### config.mk
export PLATFORM = sky130hd
export DESIGN_NAME = debug_pin_mode_select
export DESIGN_NICKNAME = d
export VERILOG_FILES = /design/src/logic/dbg_pin_pkg.sv /design/src/logic/debug_pin_mode_select.sv
export SDC_FILE = /design/constraint.sdc
export NUM_CORES = 1
export LEC_CHECK = 0
export ABC_AREA = 1
export BUFFER_PORTS_ARGS = -buffer_cell sky130_fd_sc_hd__buf_2
export CORE_MARGIN = 3
export CORE_UTILIZATION = 30
export DETAILED_ROUTE_END_ITERATION = 10
export SLEW_MARGIN = 40
export SYNTH_ARGS = -nofsm -noshare
export SYNTH_HDL_FRONTEND = slang
export SYNTH_SLANG_ARGS = --single-unit
### constraint.sdc
create_clock -name i_core_clk -period 1.59 [get_ports i_core_clk]
set_clock_uncertainty 0.05 [all_clocks]
set_input_delay 0.0795 -clock i_core_clk [delete_from_list [all_inputs] [get_ports i_core_clk]]
set_output_delay 0.0795 -clock i_core_clk [all_outputs]
set_load 0.02 [all_outputs]
### src/logic/dbg_pin_pkg.sv
package dbg_pin_pkg;

    // Cycles of the debug clock per bit time on the single-wire link
    localparam int unsigned BIT_CYCLES    = 16;
    localparam logic [3:0]  BIT_CNT_LAST  = 4'hf;
    // Last bit-time phase a zero is driven low; the speedup high comes one phase later
    localparam logic [3:0]  LOW_END_PHASE = 4'h3;
    localparam logic [3:0]  SPEEDUP_LEN   = 4'h1;
    // Sample point inside a received bit time
    localparam logic [3:0]  SAMPLE_PHASE  = 4'h9;
    // Mode flag value meaning active background mode
    localparam logic        MODE_BKG      = 1'h1;
    localparam logic        MODE_RST_VAL  = 1'h0;

    // Pin role selector
    typedef enum logic [2:0] {
        ST_MODESEL = 3'b001,
        ST_IDLE    = 3'b010,
        ST_BIT     = 3'b100
    } pin_state_t;

    // Three-signal form of the open-drain debug pin
    typedef struct packed {
        logic out;
        logic oe;
        logic pullup_en;
    } pin_drive_t;

    // One bit handed to the link by the debug controller
    typedef struct packed {
        logic valid;
        logic data;
    } tx_bit_t;

    // One bit received from the link
    typedef struct packed {
        logic valid;
        logic data;
    } rx_bit_t;

endpackage

### src/logic/debug_pin_mode_select.sv
// Behaviour
// - Pin is mode select during qualifying reset
// - Pin becomes debug line after any reset
// - High pin at qualifying reset end selects normal
// - Every bit lasts exactly 16 debug clocks
// - Bit timing runs at full bus clock
// - Release high with brief active speedup pulse
// - Internal pullup keeps open pin high
`timescale 1ns/1ps
module debug_pin_mode_select (
    input  wire logic                   i_core_clk,
    input  wire logic                   i_rst_n,
    input  wire logic                   i_qual_rst,
    input  wire logic                   i_pin_in,
    input  wire dbg_pin_pkg::tx_bit_t   i_tx_bit,
    output logic                        o_pin_out,
    output logic                        o_pin_oe,
    output logic                        o_pin_pullup_en,
    output logic                        o_tx_ready,
    output dbg_pin_pkg::rx_bit_t        o_rx_bit,
    output logic                        o_bkg_mode,
    output logic                        o_link_active
);
    import dbg_pin_pkg::*;

    pin_state_t  state_q;              // Pin role and link phase
    pin_state_t  state_d;
    logic        qual_seen_q;          // Current reset samples the mode
    logic [3:0]  bit_cnt_q;            // Phase inside the bit time
    logic        tx_active_q;          // Bit time started by us
    logic        tx_data_q;            // Bit value being sent
    logic        mode_q;               // Latched mode, 1 = background
    logic        pin_out_q;
    logic        pin_oe_q;
    logic        rx_valid_q;
    logic        rx_data_q;
    logic        pin_prev_q;           // Previous pin level, edge detect
    logic        tx_ready_q;           // Idle, a new bit may be handed in
    logic        link_q;               // Pin now serves as the debug line

    // Named decode terms
    wire         bit_last   = (bit_cnt_q == BIT_CNT_LAST);
    wire         host_start = pin_prev_q && !i_pin_in;
    wire         tx_start   = i_tx_bit.valid && (state_q == ST_IDLE);
    // A zero holds the line low until the end phase, a one only briefly
    wire [3:0]   low_len    = tx_data_q ? 4'h0 : LOW_END_PHASE;
    wire         drive_low  = tx_active_q && (bit_cnt_q <= low_len);
    // Speedup: one short driven high right after the driven low ends, before letting go
    wire         drive_hi   = tx_active_q && (bit_cnt_q > low_len)
                              && (bit_cnt_q <= low_len + SPEEDUP_LEN);
    wire         take_smp   = (state_q == ST_BIT) && !tx_active_q
                              && (bit_cnt_q == SAMPLE_PHASE);

    // Role select; reset always returns to mode-select
    always_comb begin
        state_d = state_q;
        unique case (state_q)
            ST_MODESEL: state_d = ST_IDLE;
            ST_IDLE: begin
                if (tx_start || host_start) begin
                    state_d = ST_BIT;
                end
            end
            ST_BIT: begin
                if (bit_last) begin
                    state_d = ST_IDLE;
                end
            end
            default: state_d = ST_MODESEL;
        endcase
    end

    // State, bit counter and transmit capture
    always_ff @(posedge i_core_clk) begin
        if (!i_rst_n) begin
            state_q     <= ST_MODESEL;
            bit_cnt_q   <= 4'h0;
            tx_active_q <= 1'b0;
            tx_data_q   <= 1'b0;
            pin_prev_q  <= 1'b1;
        end else begin
            state_q    <= state_d;
            pin_prev_q <= i_pin_in;
            // Full-rate counter, no prescaler, so bus clock speed works
            if (state_q == ST_BIT) begin
                bit_cnt_q <= bit_cnt_q + 4'h1;
            end else begin
                bit_cnt_q <= 4'h0;
            end
            if (tx_start) begin
                tx_active_q <= 1'b1;
                tx_data_q   <= i_tx_bit.data;
            end else if (state_q == ST_BIT && bit_last) begin
                tx_active_q <= 1'b0;
            end
        end
    end

    // Qualifying reset marker; only POR or force reset sample mode
    always_ff @(posedge i_core_clk) begin
        if (!i_rst_n) begin
            qual_seen_q <= i_qual_rst ? 1'b1 : 1'b0;
        end else if (state_q == ST_MODESEL) begin
            qual_seen_q <= 1'b0;
        end
    end

    // Mode latch at the first edge after reset release
    always_ff @(posedge i_core_clk) begin
        if (state_q == ST_MODESEL && i_rst_n && qual_seen_q) begin
            mode_q <= i_pin_in ? ~MODE_BKG : MODE_BKG;
        end else if (!i_rst_n && i_qual_rst) begin
            mode_q <= MODE_RST_VAL;
        end
    end

    // Pin drive: never driven while in mode-select role
    always_ff @(posedge i_core_clk) begin
        if (!i_rst_n) begin
            pin_out_q <= 1'b1;
            pin_oe_q  <= 1'b0;
        end else begin
            pin_out_q <= !drive_low;
            // Left undriven on the take edge: driving high there would
            // be a stray active high ahead of the falling edge
            pin_oe_q  <= (state_d == ST_BIT) && (drive_low || drive_hi);
        end
    end

    // Status flags taken from the next state, so the outputs come
    // straight from flops and still track the state register exactly
    always_ff @(posedge i_core_clk) begin
        if (!i_rst_n) begin
            tx_ready_q <= 1'b0;
            link_q     <= 1'b0;
        end else begin
            tx_ready_q <= (state_d == ST_IDLE);
            link_q     <= (state_d != ST_MODESEL);
        end
    end

    // Receive sampling of host-started bit times
    always_ff @(posedge i_core_clk) begin
        if (!i_rst_n) begin
            rx_valid_q <= 1'b0;
            rx_data_q  <= 1'b0;
        end else begin
            rx_valid_q <= take_smp;
            if (take_smp) begin
                rx_data_q <= i_pin_in;
            end
        end
    end

    assign o_pin_out       = pin_out_q;
    assign o_pin_oe        = pin_oe_q;
    // Pullup is static so a floating pin reads high
    assign o_pin_pullup_en = 1'b1;
    assign o_tx_ready      = tx_ready_q;
    assign o_rx_bit        = '{valid: rx_valid_q, data: rx_data_q};
    assign o_bkg_mode      = mode_q;
    assign o_link_active   = link_q;

    // Assertions; the reset-phase checks carry no disable, so they
    // still watch the pin while it serves as the mode select
    chk_bit_len: assert property (
        @(posedge i_core_clk) disable iff (!i_rst_n)
        $rose(state_q == ST_BIT) |->
        (state_q == ST_BIT)[*8] ##1 (state_q == ST_BIT)[*8]
        ##1 (state_q != ST_BIT))
        else $error("bit time not 16 cycles");
    chk_no_drive_rst: assert property (
        @(posedge i_core_clk) !i_rst_n |=> !o_pin_oe)
        else $error("pin driven during reset");
    chk_oe_in_link: assert property (
        @(posedge i_core_clk) disable iff (!i_rst_n)
        o_pin_oe |-> o_link_active)
        else $error("pin driven outside debug role");
    chk_link_after: assert property (
        @(posedge i_core_clk) $rose(i_rst_n) |=> o_link_active)
        else $error("link not active after reset");
    chk_mode_high: assert property (
        @(posedge i_core_clk)
        (!i_rst_n && i_qual_rst) ##1 (i_rst_n && i_pin_in)
        |=> !o_bkg_mode)
        else $error("high pin did not select normal");
    chk_mode_low: assert property (
        @(posedge i_core_clk)
        (!i_rst_n && i_qual_rst) ##1 (i_rst_n && !i_pin_in)
        |=> o_bkg_mode)
        else $error("low pin did not select background");
    chk_mode_hold: assert property (
        @(posedge i_core_clk) disable iff (!i_rst_n)
        o_link_active |=> $stable(o_bkg_mode))
        else $error("mode changed outside reset");
    // A driven low must end in a driven high, never a bare release
    chk_speedup_hi: assert property (
        @(posedge i_core_clk) disable iff (!i_rst_n)
        $fell(!o_pin_out && o_pin_oe) |-> (o_pin_oe && o_pin_out))
        else $error("release without speedup");
    // The speedup stays brief: one cycle, then the pin is let go
    chk_speedup_end: assert property (
        @(posedge i_core_clk) disable iff (!i_rst_n)
        (o_pin_oe && o_pin_out) |=> !o_pin_oe)
        else $error("speedup pulse too long");
    chk_pullup_on: assert property (
        @(posedge i_core_clk) o_pin_pullup_en)
        else $error("pullup off");
    chk_fast_cnt: assert property (
        @(posedge i_core_clk) disable iff (!i_rst_n)
        (state_q == ST_BIT && !bit_last)
        |=> bit_cnt_q == $past(bit_cnt_q) + 4'h1)
        else $error("counter skipped a clock");
    chk_rx_pulse: assert property (
        @(posedge i_core_clk) disable iff (!i_rst_n)
        o_rx_bit.valid |=> !o_rx_bit.valid)
        else $error("receive valid longer than one cycle");

    // Main scenarios: both directions, both start modes, the speedup
    cov_tx_bit: cover property (@(posedge i_core_clk) tx_start);
    cov_rx_bit: cover property (@(posedge i_core_clk) o_rx_bit.valid);
    cov_bkg: cover property (@(posedge i_core_clk) o_bkg_mode);
    cov_normal: cover property (@(posedge i_core_clk)
        o_link_active && !o_bkg_mode);
    cov_speedup: cover property (@(posedge i_core_clk)
        o_pin_oe && o_pin_out);

endmodule // debug_pin_mode_select

==> results of run 1 <==
path summary, 6_finish.rpt:
kind | slack [ps] | from | endpoint | cells after the start
setup reg to reg | 220 | bit_cnt_q[0]$_SDFF_PN0_ | o_pin_oe$_SDFF_PN0_ | 9
hold / removal | 30 | i_rst_n | o_pin_out$_SDFF_PN1_ | 2
hold reg to reg | 420 | tx_active_q$_SDFFE_PN0P_ | o_pin_out$_SDFF_PN1_ | 1
setup / recovery | 220 | bit_cnt_q[0]$_SDFF_PN0_ | o_pin_oe$_SDFF_PN0_ | 9
synthesized netlist by cell type:
cell type	count
dfxtp_1	16
xnor2_1	1
inv_1	13
ha_1	6
buf_4	3
nand3_1	4
nor2_1	16
or2_2	1
nand2_1	18
edfxtp_1	2
or2_1	1
nand4_1	1
a21oi_1	5
nor3_2	2
nand3_4	1
nor3_1	1
conb_1	1
nand2_2	1
inv_2	5
buf_2	1
nand3b_1	1
nor2_2	2
a31oi_2	1
o21ai_0	5
per-stage QoR:
step	area [um^2]	setup slack, ps
2_1_floorplan	861	330
3_3_place_gp	931	264
3_5_place_dp	931	236
4_1_cts	977	200
5_1_grt	977	76.6
6_report	977	220
worst register-to-register path, stage by stage, from the launching register on:
cell,delay [ps]
dfxtp_1,400
inv_1,90
ha_1,330
inv_1,60
nand2_1,40
a21oi_1,110
nand2_1,60
nand2_1,60
nand2_1,50
nor2_2,60
area by class of cell:
class / count / area (um^2) / area share
well taps: 30 / 37.5 / 0.0384
clock inverters: 1 / 3.75 / 0.00384
repair buffers: 14 / 80.1 / 0.0819
multi-input cells: 68 / 385 / 0.394
clock buffers: 3 / 22.5 / 0.0230
flip-flops and latches: 18 / 380 / 0.389
inverters: 18 / 67.6 / 0.0691
per-layer routing:
layer | part of all wire | wire, um | GRT usage | up-vias
li1 | - | - | - | 358
met1 | 0.46 | 689 | 0.111 | 290
met2 | 0.47 | 708 | 0.162 | 12
met3 | 0.057 | 86 | 0.0392 | 5
met4 | 0.017 | 25 | 0.0380 | 0
met5 | 0 | 0 | 0 | -
power groups by stage:
stage                     clock (mW)  combinational [mW]  sequential (mW)
after floorplan                    0              0.0820            0.528
after global placement             0               0.125            0.514
after detailed placement           0               0.129            0.516
after CTS                      0.248               0.133            0.506
after global routing           0.268               0.148            0.509
final                          0.235               0.131            0.505
cell families (layout without fill, tap and decap cells):
kind of cell | Yosys count | after routing | share of synthesized area
DFF | 18 | 18 | 0.442
buffers and inverters | 22 | 36 | 0.110
other | 1 | 1 | 0.00436
xor gates and xnor gates | 1 | 1 | 0.0102
AOI/OAI and AO/OA | 11 | 11 | 0.0727
adders and majority gates | 6 | 6 | 0.0872
and+or+nand+nor | 49 | 49 | 0.273
==> key figures, run 1 <==
Status
  • Outcome: completed

Critical path
  • Crit path buffers/inverters: 2
  • Setup crit end kind: register
  • Worst path most repeated cell: nand2_1
  • CP max stage delay: 400 ps
  • Critical path class: reg -> reg
  • CP top delay family: flip-flops
  • CP max-delay cell: dfxtp_1
  • CP Data Arrival Time: 1560 ps
  • Crit-path max FO: 5
  • Req. time, crit path: 1780 ps
  • Crit path cell chain: inv_1, ha_1, inv_1, nand2_1, a21oi_1, nand2_1, nand2_1, nand2_1, nor2_2
  • Startpoint types: register

CTS
  • Post-CTS Resized: 0
  • Clock tree buffer depth: 2
  • CTS tree: yes
  • Setup Fix Bufs, Post-CTS: 0
  • CTS clk-pin slew, worst paths: 100 ps
  • Root Buffer Master: clkbuf_4
  • Total CTS buffers: 3
  • Worst-Skew Late Latency: 300 ps
  • CTS H-Tree Depth: 1
  • Hold buffer count at cts: 2
  • CTS sink cnt: 18

Final layout
  • Share of cells above drive strength 1: 0.230
  • Number of fill cells: 288
  • Largest registers: bit_cnt_q x4, state_q x3
  • Max FFs per register: 4
  • Final std cells w/o fill: 152
  • Highest-count cells in the layout ignoring fill and taps: 18 x nand2_1, 16 x nor2_1, 16 x dfxtp_1
  • Layout Nets: 135
  • Area growth, synth to finish: 13.5%
  • Antenna diodes: 0
  • Reg with most FFs: bit_cnt_q
  • Most common cell after layout, fill and taps aside: nand2_1
  • Final core occ: 0.377

Detailed routing
  • Pre-Repair DR Iteration Count: 4
  • Routed Antenna Nets: 0
  • Final wirelength: 1510 um
  • Routed WL per cell: 9.93 um
  • DR iter-0 viols: 35
  • Routed via count: 665
  • DRC: 0
  • Vias/cell: 4.38

Floorplan
  • FP Rows: 18
  • Die area: 0.00355 mm^2
  • Core area: 0.00259 mm^2
  • Chip Height: 59.6 um
  • Starting Density: 0.332
  • Die width: 59.6 um
  • # IOs: 14

Place
  • Cells after DPL: 146
  • PortBufs: 12
  • Post-DP HPWL: 1210 um
  • GPL Wtd Cong: 0.768

Synth
  • Cells after Synth: 108
  • Mapped Area: 861 um^2
  • Syn Nets: 120
  • Synth top area share: 0.372
  • Sequential share of the synthesized area: 0.442
  • Avg Cell Area, Syn: 7.97 um^2
  • Largest cells by area after synthesis: dfxtp_1 37%, ha_1 8.7%, nand2_1 7.8%
  • Yosys reg bits: 18
  • Post-synth cell types: 24
  • Synth warnings: 0
  • Cell taking the most area after synthesis: dfxtp_1

Power and ir drop
  • Static leakage: 0.454 nW
  • Comb pwr share: 0.150
  • Sw power: 244 uW
  • Flop pwr share: 0.580
  • Peak supply drop: 0.000522 V
  • Clock Power Share: 0.270
  • Pwr/cell area: 892 mW/mm^2
  • Sw Ratio: 0.281
  • P_int: 627 uW
  • Pwr Total: 871 uW

GRT
  • Initial antenna violation count: 0
  • First-pass GRT wire length: 2590 um
  • Tot GR Track Use: 0.0974
  • Vias in the first global route: 611
  • Pin count of the biggest net entering global routing: 11
  • GRT Residual Overflow: 0

Min path
  • Worst Hold Class: in -> reg

Timing
  • Fmax: 0.730 GHz
  • Final Hold Viols: 0
  • Count of final setup violators: 0
  • Worst hold margin: 25.8 ps
  • Slew Viols, Final: 0
  • Final period util: 0.862
  • Setup_tns: 0 ps
  • RSZ-0062 raised after global routing: false
  • Tmin final: 1370 ps

Flow run
  • Maxcap violations: 0
Note: power is estimated with default switching activity, not from simulation.
==> inputs of run 2 (changes only) <==
- ABC_AREA: 1 -> default
==> key figures, run 2 <==
Detailed routing
  • Highest Signal Layer: met4 (unchanged)
  • Met3 routed WL: 72 um (was 86 um)
  • Routed via count: 625 (was 665)
  • Met2 routed WL: 724 um (was 708 um)
  • Metal1 wirelength: 722 um (was 689 um)
  • Vias/cell: 4.70 (was 4.38)
  • DR iter-0 viols: 8 (was 35)
  • Pre-Repair DR Iteration Count: 2 (was 4)
  • Final wirelength: 1550 um (was 1510 um)
  • Routed Antenna Nets: 0 (unchanged)
  • Routed WL per cell: 11.6 um (was 9.93 um)
  • DRC: 0 (unchanged)

GRT
  • Vias in the first global route: 579 (was 611)
  • Initial antenna violation count: 0 (unchanged)
  • Pin count of the biggest net entering global routing: 14 (was 11)
  • First-pass GRT wire length: 2410 um (was 2590 um)
  • GRT Residual Overflow: 0 (unchanged)
  • Tot GR Track Use: 0.0928 (was 0.0974)

Critical path
  • Worst R2R Setup Slack: 100 ps (was 220 ps)
  • Req. time, crit path: 1740 ps (was 1780 ps)
  • Reg-to-reg critical path startpoint: tx_data_q$_SDFFE_PN0P_ (was bit_cnt_q[0]$_SDFF_PN0_)
  • CP Data Arrival Time: 1630 ps (was 1560 ps)
  • Reg2Reg Depth: 5 (was 9)
  • Critical path class: reg -> reg (unchanged)
  • Setup crit end kind: register (unchanged)
  • Crit-path max FO: 5 (unchanged)
  • FF-to-FF End: o_pin_oe$_SDFF_PN0_ (unchanged)
  • Startpoint types: register (unchanged)

Synth
  • Post-synth cell types: 33 (was 24)
  • Synth top area share: 0.385 (was 0.372)
  • Post-synth ARST share: 0 (unchanged)
  • Synth warnings: 0 (unchanged)
  • Syn Nets: 98 (was 120)
  • Cell taking the most area after synthesis: dfxtp_1 (unchanged)
  • Synth cell count leaders: 16 x dfxtp_1, 10 x nor2_1, 6 x ha_1, 6 x inv_1, 5 x nor2b_1 (was 18 x nand2_1, 16 x dfxtp_1, 16 x nor2_1)
  • Yosys reg bits: 18 (unchanged)
  • Mapped Area: 832 um^2 (was 861 um^2)
  • Ys flop type: dfxtp_1 (unchanged)
  • Largest cells by area after synthesis: dfxtp_1 38%, ha_1 9.0%, edfxtp_1 7.2% (was dfxtp_1 37%, ha_1 8.7%, nand2_1 7.8%)
  • Top-count cell post-synth: dfxtp_1 (was nand2_1)
  • Cells after Synth: 86 (was 108)
  • Avg Cell Area, Syn: 9.67 um^2 (was 7.97 um^2)
  • Sequential share of the synthesized area: 0.457 (was 0.442)
  • EDFF count, synth: 2 (unchanged)

Power and ir drop
  • Static leakage: 0.416 nW (was 0.454 nW)
  • Sw power: 219 uW (was 244 uW)
  • Comb pwr share: 0.138 (was 0.150)
  • Flop pwr share: 0.594 (was 0.580)
  • Peak supply drop: 0.000407 V (was 0.000522 V)
  • Clock Power Share: 0.267 (was 0.270)
  • P_int: 634 uW (was 627 uW)
  • Pwr Total: 853 uW (was 871 uW)
  • Sw Ratio: 0.257 (was 0.281)
  • Pwr/cell area: 851 mW/mm^2 (was 892 mW/mm^2)

Timing
  • Setup_tns: 0 ps (unchanged)
  • Tmin final: 1490 ps (was 1370 ps)
  • Final Hold Viols: 0 (unchanged)
  • Count of final setup violators: 0 (unchanged)
  • Worst hold margin: 61.2 ps (was 25.8 ps)
  • Fmax: 0.673 GHz (was 0.730 GHz)
  • Slew Viols, Final: 0 (unchanged)
  • Final critical-path setup slack: 103 ps (was 220 ps)
  • Final period util: 0.935 (was 0.862)
  • RSZ-0062 raised after global routing: false (unchanged)

CTS
  • Total CTS buffers: 3 (unchanged)
  • Worst-Skew Late Latency: 290 ps (was 300 ps)
  • CTS tree: yes (unchanged)
  • Clock tree buffer depth: 2 (unchanged)
  • CTS H-Tree Depth: 1 (unchanged)
  • Root Buffer Master: clkbuf_4 (unchanged)
  • CTS clk-pin slew, worst paths: 100 ps (about the same)
  • CTS sink cnt: 18 (unchanged)
  • Setup Fix Bufs, Post-CTS: 0 (unchanged)

Final layout
  • Most common cell after layout, fill and taps aside: dfxtp_1 (was nand2_1)
  • Largest registers: bit_cnt_q x4, state_q x3 (unchanged)
  • Reg with most FFs: bit_cnt_q (unchanged)
  • Number of fill cells: 267 (was 288)
  • Max FFs per register: 4 (unchanged)
  • Area growth, synth to finish: 20.5% (was 13.5%)
  • Layout Nets: 116 (was 135)
  • Final instance area: 0.00100 mm^2 (was 977 um^2)
  • FF+latch area: 385 um^2 (was 380 um^2)
  • Share of cells above drive strength 1: 0.282 (was 0.230)
  • Highest-count cells in the layout ignoring fill and taps: 14 x dfxtp_1, 12 x buf_2, 10 x nor2_1 (was 18 x nand2_1, 16 x nor2_1, 16 x dfxtp_1)
  • Antenna diodes: 0 (unchanged)
  • Multi-input gate area: 428 um^2 (was 385 um^2)

Min path
  • Hold Path End: o_pin_out$_SDFF_PN1_ (unchanged)
  • Hold depth: 2 (unchanged)
  • Worst Hold Class: in -> reg (unchanged)
  • Hold Startpoint: i_rst_n (unchanged)

Floorplan
  • Chip Height: 58.7 um (was 59.6 um)
  • FP Rows: 18 (unchanged)
  • Die area: 0.00344 mm^2 (was 0.00355 mm^2)
  • Die width: 58.7 um (was 59.6 um)
  • Core area: 0.00257 mm^2 (was 0.00259 mm^2)
  • Starting Density: 0.324 (was 0.332)
  • # IOs: 14 (unchanged)

Flow run
  • Maxcap violations: 0 (unchanged)

Place
  • PortBufs: 12 (unchanged)
  • Post-DP HPWL: 1120 um (was 1210 um)
  • Placed cell areas: 926 um^2 (was 931 um^2)
  • Pre-CTS setup slack: 6.36 ps (was 236 ps)
  • GPL Wtd Cong: 0.799 (was 0.768)

Status
  • Outcome: completed (unchanged)
==> run 2: cell count changes after synthesis, moves of 4 or more <==
cell,before,now
inv_2,5,0
a21oi_1,5,1
nand2_1,18,4
nor2_1,16,10
nor2b_1,0,5
inv_1,13,6
==> run 2: layout make-up <==
cell class                 instances  area share
clock buffer                       3      0.0225
clock inverter                     1     0.00375
inverter                           6      0.0225
multi-input combinational         58       0.427
sequential                        18       0.385
tap                               30      0.0375
timing repair buffer              17       0.102
==> run 2: through the flow <==
| step | util | instances |
|---|---|---|
| 4_1_cts | 0.379 | 133 |
| 2_1_floorplan | - | 86 |
| 3_3_place_gp | 0.361 | 127 |
| 5_1_grt | 0.390 | 133 |
| 6_report | 0.390 | 133 |
| 3_5_place_dp | 0.361 | 127 |
==> run 2: worst max-delay path by stage <==
stage,start,end,slack (ps),cells past startpoint
finish,tx_data_q$_SDFFE_PN0P_,o_pin_oe$_SDFF_PN0_,100,5
global route,bit_cnt_q[0]$_SDFF_PN0_,o_pin_oe$_SDFF_PN0_,30,6
CTS,bit_cnt_q[0]$_SDFF_PN0_,o_pin_oe$_SDFF_PN0_,40,6
detailed placement,tx_data_q$_SDFFE_PN0P_,o_pin_oe$_SDFF_PN0_,6,6
global placement,tx_data_q$_SDFFE_PN0P_,o_pin_oe$_SDFF_PN0_,60,6
floorplan,bit_cnt_q[0]$_SDFF_PN0_,o_pin_oe$_SDFF_PN0_,50,6
==> run 2: routing by layer <==
| layer | global-route usage | vias up |
|---|---|---|
| met2 | 0.145 | 13 |
| met1 | 0.113 | 286 |
| met5 | 0 | - |
| li1 | - | 322 |
| met3 | 0.0417 | 4 |
| met4 | 0.0324 | 0 |
==> run 2: logic make-up (layout without fill, tap and decap cells) <==
| family | Yosys count | after routing | synth area share |
|---|---|---|---|
| muxes | 2 | 2 | 0.0241 |
| adders and majority gates | 6 | 6 | 0.0902 |
| xor gates and xnor gates | 2 | 2 | 0.0211 |
| other | 1 | 1 | 0.00451 |
| DFF | 18 | 18 | 0.457 |
| and+or+nand+nor | 35 | 35 | 0.247 |
| buffers and inverters | 10 | 27 | 0.0586 |
| AOI/OAI and AO/OA | 12 | 12 | 0.0977 |
==> run 2: repair_timing <==
item	in CTS	in global routing
hold buffers	2	0
endpoints found under the setup margin	1	1
endpoints found under the hold margin	2	0
gates resized for setup	1	5
gates cloned	0	0
==> run 2: power groups by stage <==
| stage | Clock (mW) | Combinational, mW | Sequential, mW |
|---|---|---|---|
| after floorplan | 0 | 0.0692 | 0.530 |
| after global placement | 0 | 0.110 | 0.518 |
| after detailed placement | 0 | 0.112 | 0.519 |
| after CTS | 0.244 | 0.116 | 0.509 |
| after global routing | 0.259 | 0.128 | 0.511 |
| final | 0.228 | 0.118 | 0.507 |
==> run 2: critical path, stage by stage, from the launching register on <==
cell     delay [ps]
dfxtp_4         380
ha_4            260
nor2b_1         120
o21ai_1          80
a221o_1         340
and3_1          170
==> inputs of run 3 (changes only) <==
- PLACE_DENSITY: default -> 0.46
==> key figures, run 3 (same netlist as run 2, synthesis figures left out) <==
Final layout
  • Share of cells above drive strength 1: 0.262 (was 0.282)
  • Max FFs per register: 4 (unchanged)
  • Antenna diodes: 0 (unchanged)
  • Largest registers: bit_cnt_q x4, state_q x3 (unchanged)
  • Highest-count cells in the layout ignoring fill and taps: 14 x dfxtp_1, 12 x buf_2, 10 x nor2_1 (unchanged)
  • Number of fill cells: 271 (was 267)
  • Reg with most FFs: bit_cnt_q (unchanged)
  • Most common cell after layout, fill and taps aside: dfxtp_1 (unchanged)
  • Layout Nets: 116 (unchanged)
  • Final instance area: 977 um^2 (was 0.00100 mm^2)
  • Area growth, synth to finish: 17.4% (was 20.5%)

Detailed routing
  • Routed via count: 624 (was 625)
  • Final wirelength: 1470 um (was 1550 um)
  • Routed Antenna Nets: 0 (unchanged)
  • DRC: 0 (unchanged)
  • Routed WL per cell: 11.1 um (was 11.6 um)
  • Pre-Repair DR Iteration Count: 4 (was 2)
  • Vias/cell: 4.69 (was 4.70)
  • DR iter-0 viols: 12 (was 8)

Power and ir drop
  • Static leakage: 0.418 nW (was 0.416 nW)
  • Pwr/cell area: 881 mW/mm^2 (was 851 mW/mm^2)
  • Peak supply drop: 0.000519 V (was 0.000407 V)

Critical path
  • Crit-path max FO: 5 (unchanged)
  • Startpoint types: register (unchanged)
  • Setup crit end kind: register (unchanged)
  • Worst R2R Setup Slack: 40 ps (was 100 ps)
  • Critical path class: reg -> reg (unchanged)
  • CP Data Arrival Time: 1700 ps (was 1630 ps)
  • Req. time, crit path: 1740 ps (about the same)
  • FF-to-FF End: o_pin_oe$_SDFF_PN0_ (unchanged)
  • Reg2Reg Depth: 5 (unchanged)
  • Reg-to-reg critical path startpoint: tx_data_q$_SDFFE_PN0P_ (unchanged)

Timing
  • Fmax: 0.645 GHz (was 0.673 GHz)
  • Slew Viols, Final: 0 (unchanged)
  • Final period util: 0.975 (was 0.935)
  • Count of final setup violators: 0 (unchanged)
  • Final Hold Viols: 0 (unchanged)
  • Final critical-path setup slack: 39.7 ps (was 103 ps)
  • Tmin final: 1550 ps (was 1490 ps)
  • RSZ-0062 raised after global routing: false (unchanged)

CTS
  • Total CTS buffers: 3 (unchanged)
  • Clock tree buffer depth: 2 (unchanged)
  • CTS sink cnt: 18 (unchanged)
  • CTS H-Tree Depth: 1 (unchanged)
  • Setup Fix Bufs, Post-CTS: 0 (unchanged)
  • Root Buffer Master: clkbuf_4 (unchanged)
  • CTS tree: yes (unchanged)
  • Worst-Skew Late Latency: 300 ps (was 290 ps)
  • CTS clk-pin slew, worst paths: 110 ps (was 100 ps)

Min path
  • Hold depth: 3 (was 2)
  • Worst Hold Class: in -> reg (unchanged)
  • Hold Startpoint: i_tx_bit[1] (was i_rst_n)
  • Hold Path End: state_q[2]$_SDFF_PN0_ (was o_pin_out$_SDFF_PN1_)

Flow run
  • Maxcap violations: 0 (unchanged)

GRT
  • Tot GR Track Use: 0.0978 (was 0.0928)
  • GRT Residual Overflow: 0 (unchanged)
  • Pin count of the biggest net entering global routing: 14 (unchanged)
  • Initial antenna violation count: 0 (unchanged)
  • First-pass GRT wire length: 2490 um (was 2410 um)
  • Vias in the first global route: 572 (was 579)

Floorplan
  • Chip Height: 58.7 um (unchanged)
  • FP Rows: 18 (unchanged)
  • Die width: 58.7 um (unchanged)
  • Die area: 0.00344 mm^2 (unchanged)
  • Core area: 0.00257 mm^2 (unchanged)
  • Starting Density: 0.324 (unchanged)
  • # IOs: 14 (unchanged)

Place
  • GPL Wtd Cong: 0.749 (was 0.799)
  • Placed cell areas: 926 um^2 (unchanged)
  • PortBufs: 12 (unchanged)
  • Post-DP HPWL: 1140 um (was 1120 um)
  • Pre-CTS setup slack: -31.7 ps (was 6.36 ps)

Status
  • Outcome: completed (unchanged)
[run 3: changes by cell type in the layout (fill, tap and decap cells not counted)]
cell / change
ha_1: +2
ha_4: -2
[run 3: metal layers]
layer / wire length [um] / GRT usage / share of wire
met2: 630 / 0.148 / 0.43
met5: 0 / 0 / 0
met3: 80 / 0.0461 / 0.054
met4: 22 / 0.0388 / 0.015
met1: 737 / 0.120 / 0.50
[run 3: timing repair]
action | 4_1_cts | 5_1_grt
endpoints found under the hold margin | 2 | 0
setup endpoints to repair | 1 | 1
gates resized for setup | 1 | 3
pin swaps | 0 | 0
hold buffers | 2 | 0
[run 3: worst max-delay path: stages, from the launching register on]
cell,delay (ps)
dfxtp_4,380
ha_1,280
nor2b_1,140
o21ai_1,80
a221o_1,340
and3_1,180
[run 3: worst max path at each step]
stage                       startpoint             endpoint  slack, ps  depth (start not counted)
4_1_cts         tx_data_q$_SDFFE_PN0P_  o_pin_oe$_SDFF_PN0_         10                          6
2_1_floorplan  bit_cnt_q[0]$_SDFF_PN0_  o_pin_oe$_SDFF_PN0_         50                          6
3_3_place_gp    tx_data_q$_SDFFE_PN0P_  o_pin_oe$_SDFF_PN0_         50                          6
6_report        tx_data_q$_SDFFE_PN0P_  o_pin_oe$_SDFF_PN0_         40                          5
5_1_grt         tx_data_q$_SDFFE_PN0P_  o_pin_oe$_SDFF_PN0_          1                          5
3_5_place_dp    tx_data_q$_SDFFE_PN0P_  o_pin_oe$_SDFF_PN0_        -30                          6
[run 3: power by group]
group | internal, mW | switching [mW]
Combinational | 0.0539 | 0.0612
Clock | 0.0914 | 0.148
Sequential | 0.487 | 0.0190
[run 3: layout make-up]
type	count	area (um^2)	area share
multi-input cells	58	403	0.412
flip-flops and latches	18	385	0.394
repair buffers	17	103	0.105
well taps	30	37.5	0.0384
clock buffers	3	22.5	0.0230
inverters	6	22.5	0.0230
clock inverters	1	3.75	0.00384
[run 3: per-stage QoR]
step	power (mW)	hold WS (ps)	instances	TNS (ps)	utilization
final	0.861	33.5	133	0	0.381
after floorplan	0.600	155	86	0	-
after global placement	0.630	286	127	0	0.361
after detailed placement	0.630	297	127	-31.7	0.361
after global routing	0.910	23.0	133	0	0.381
after CTS	0.872	25.4	133	0	0.379
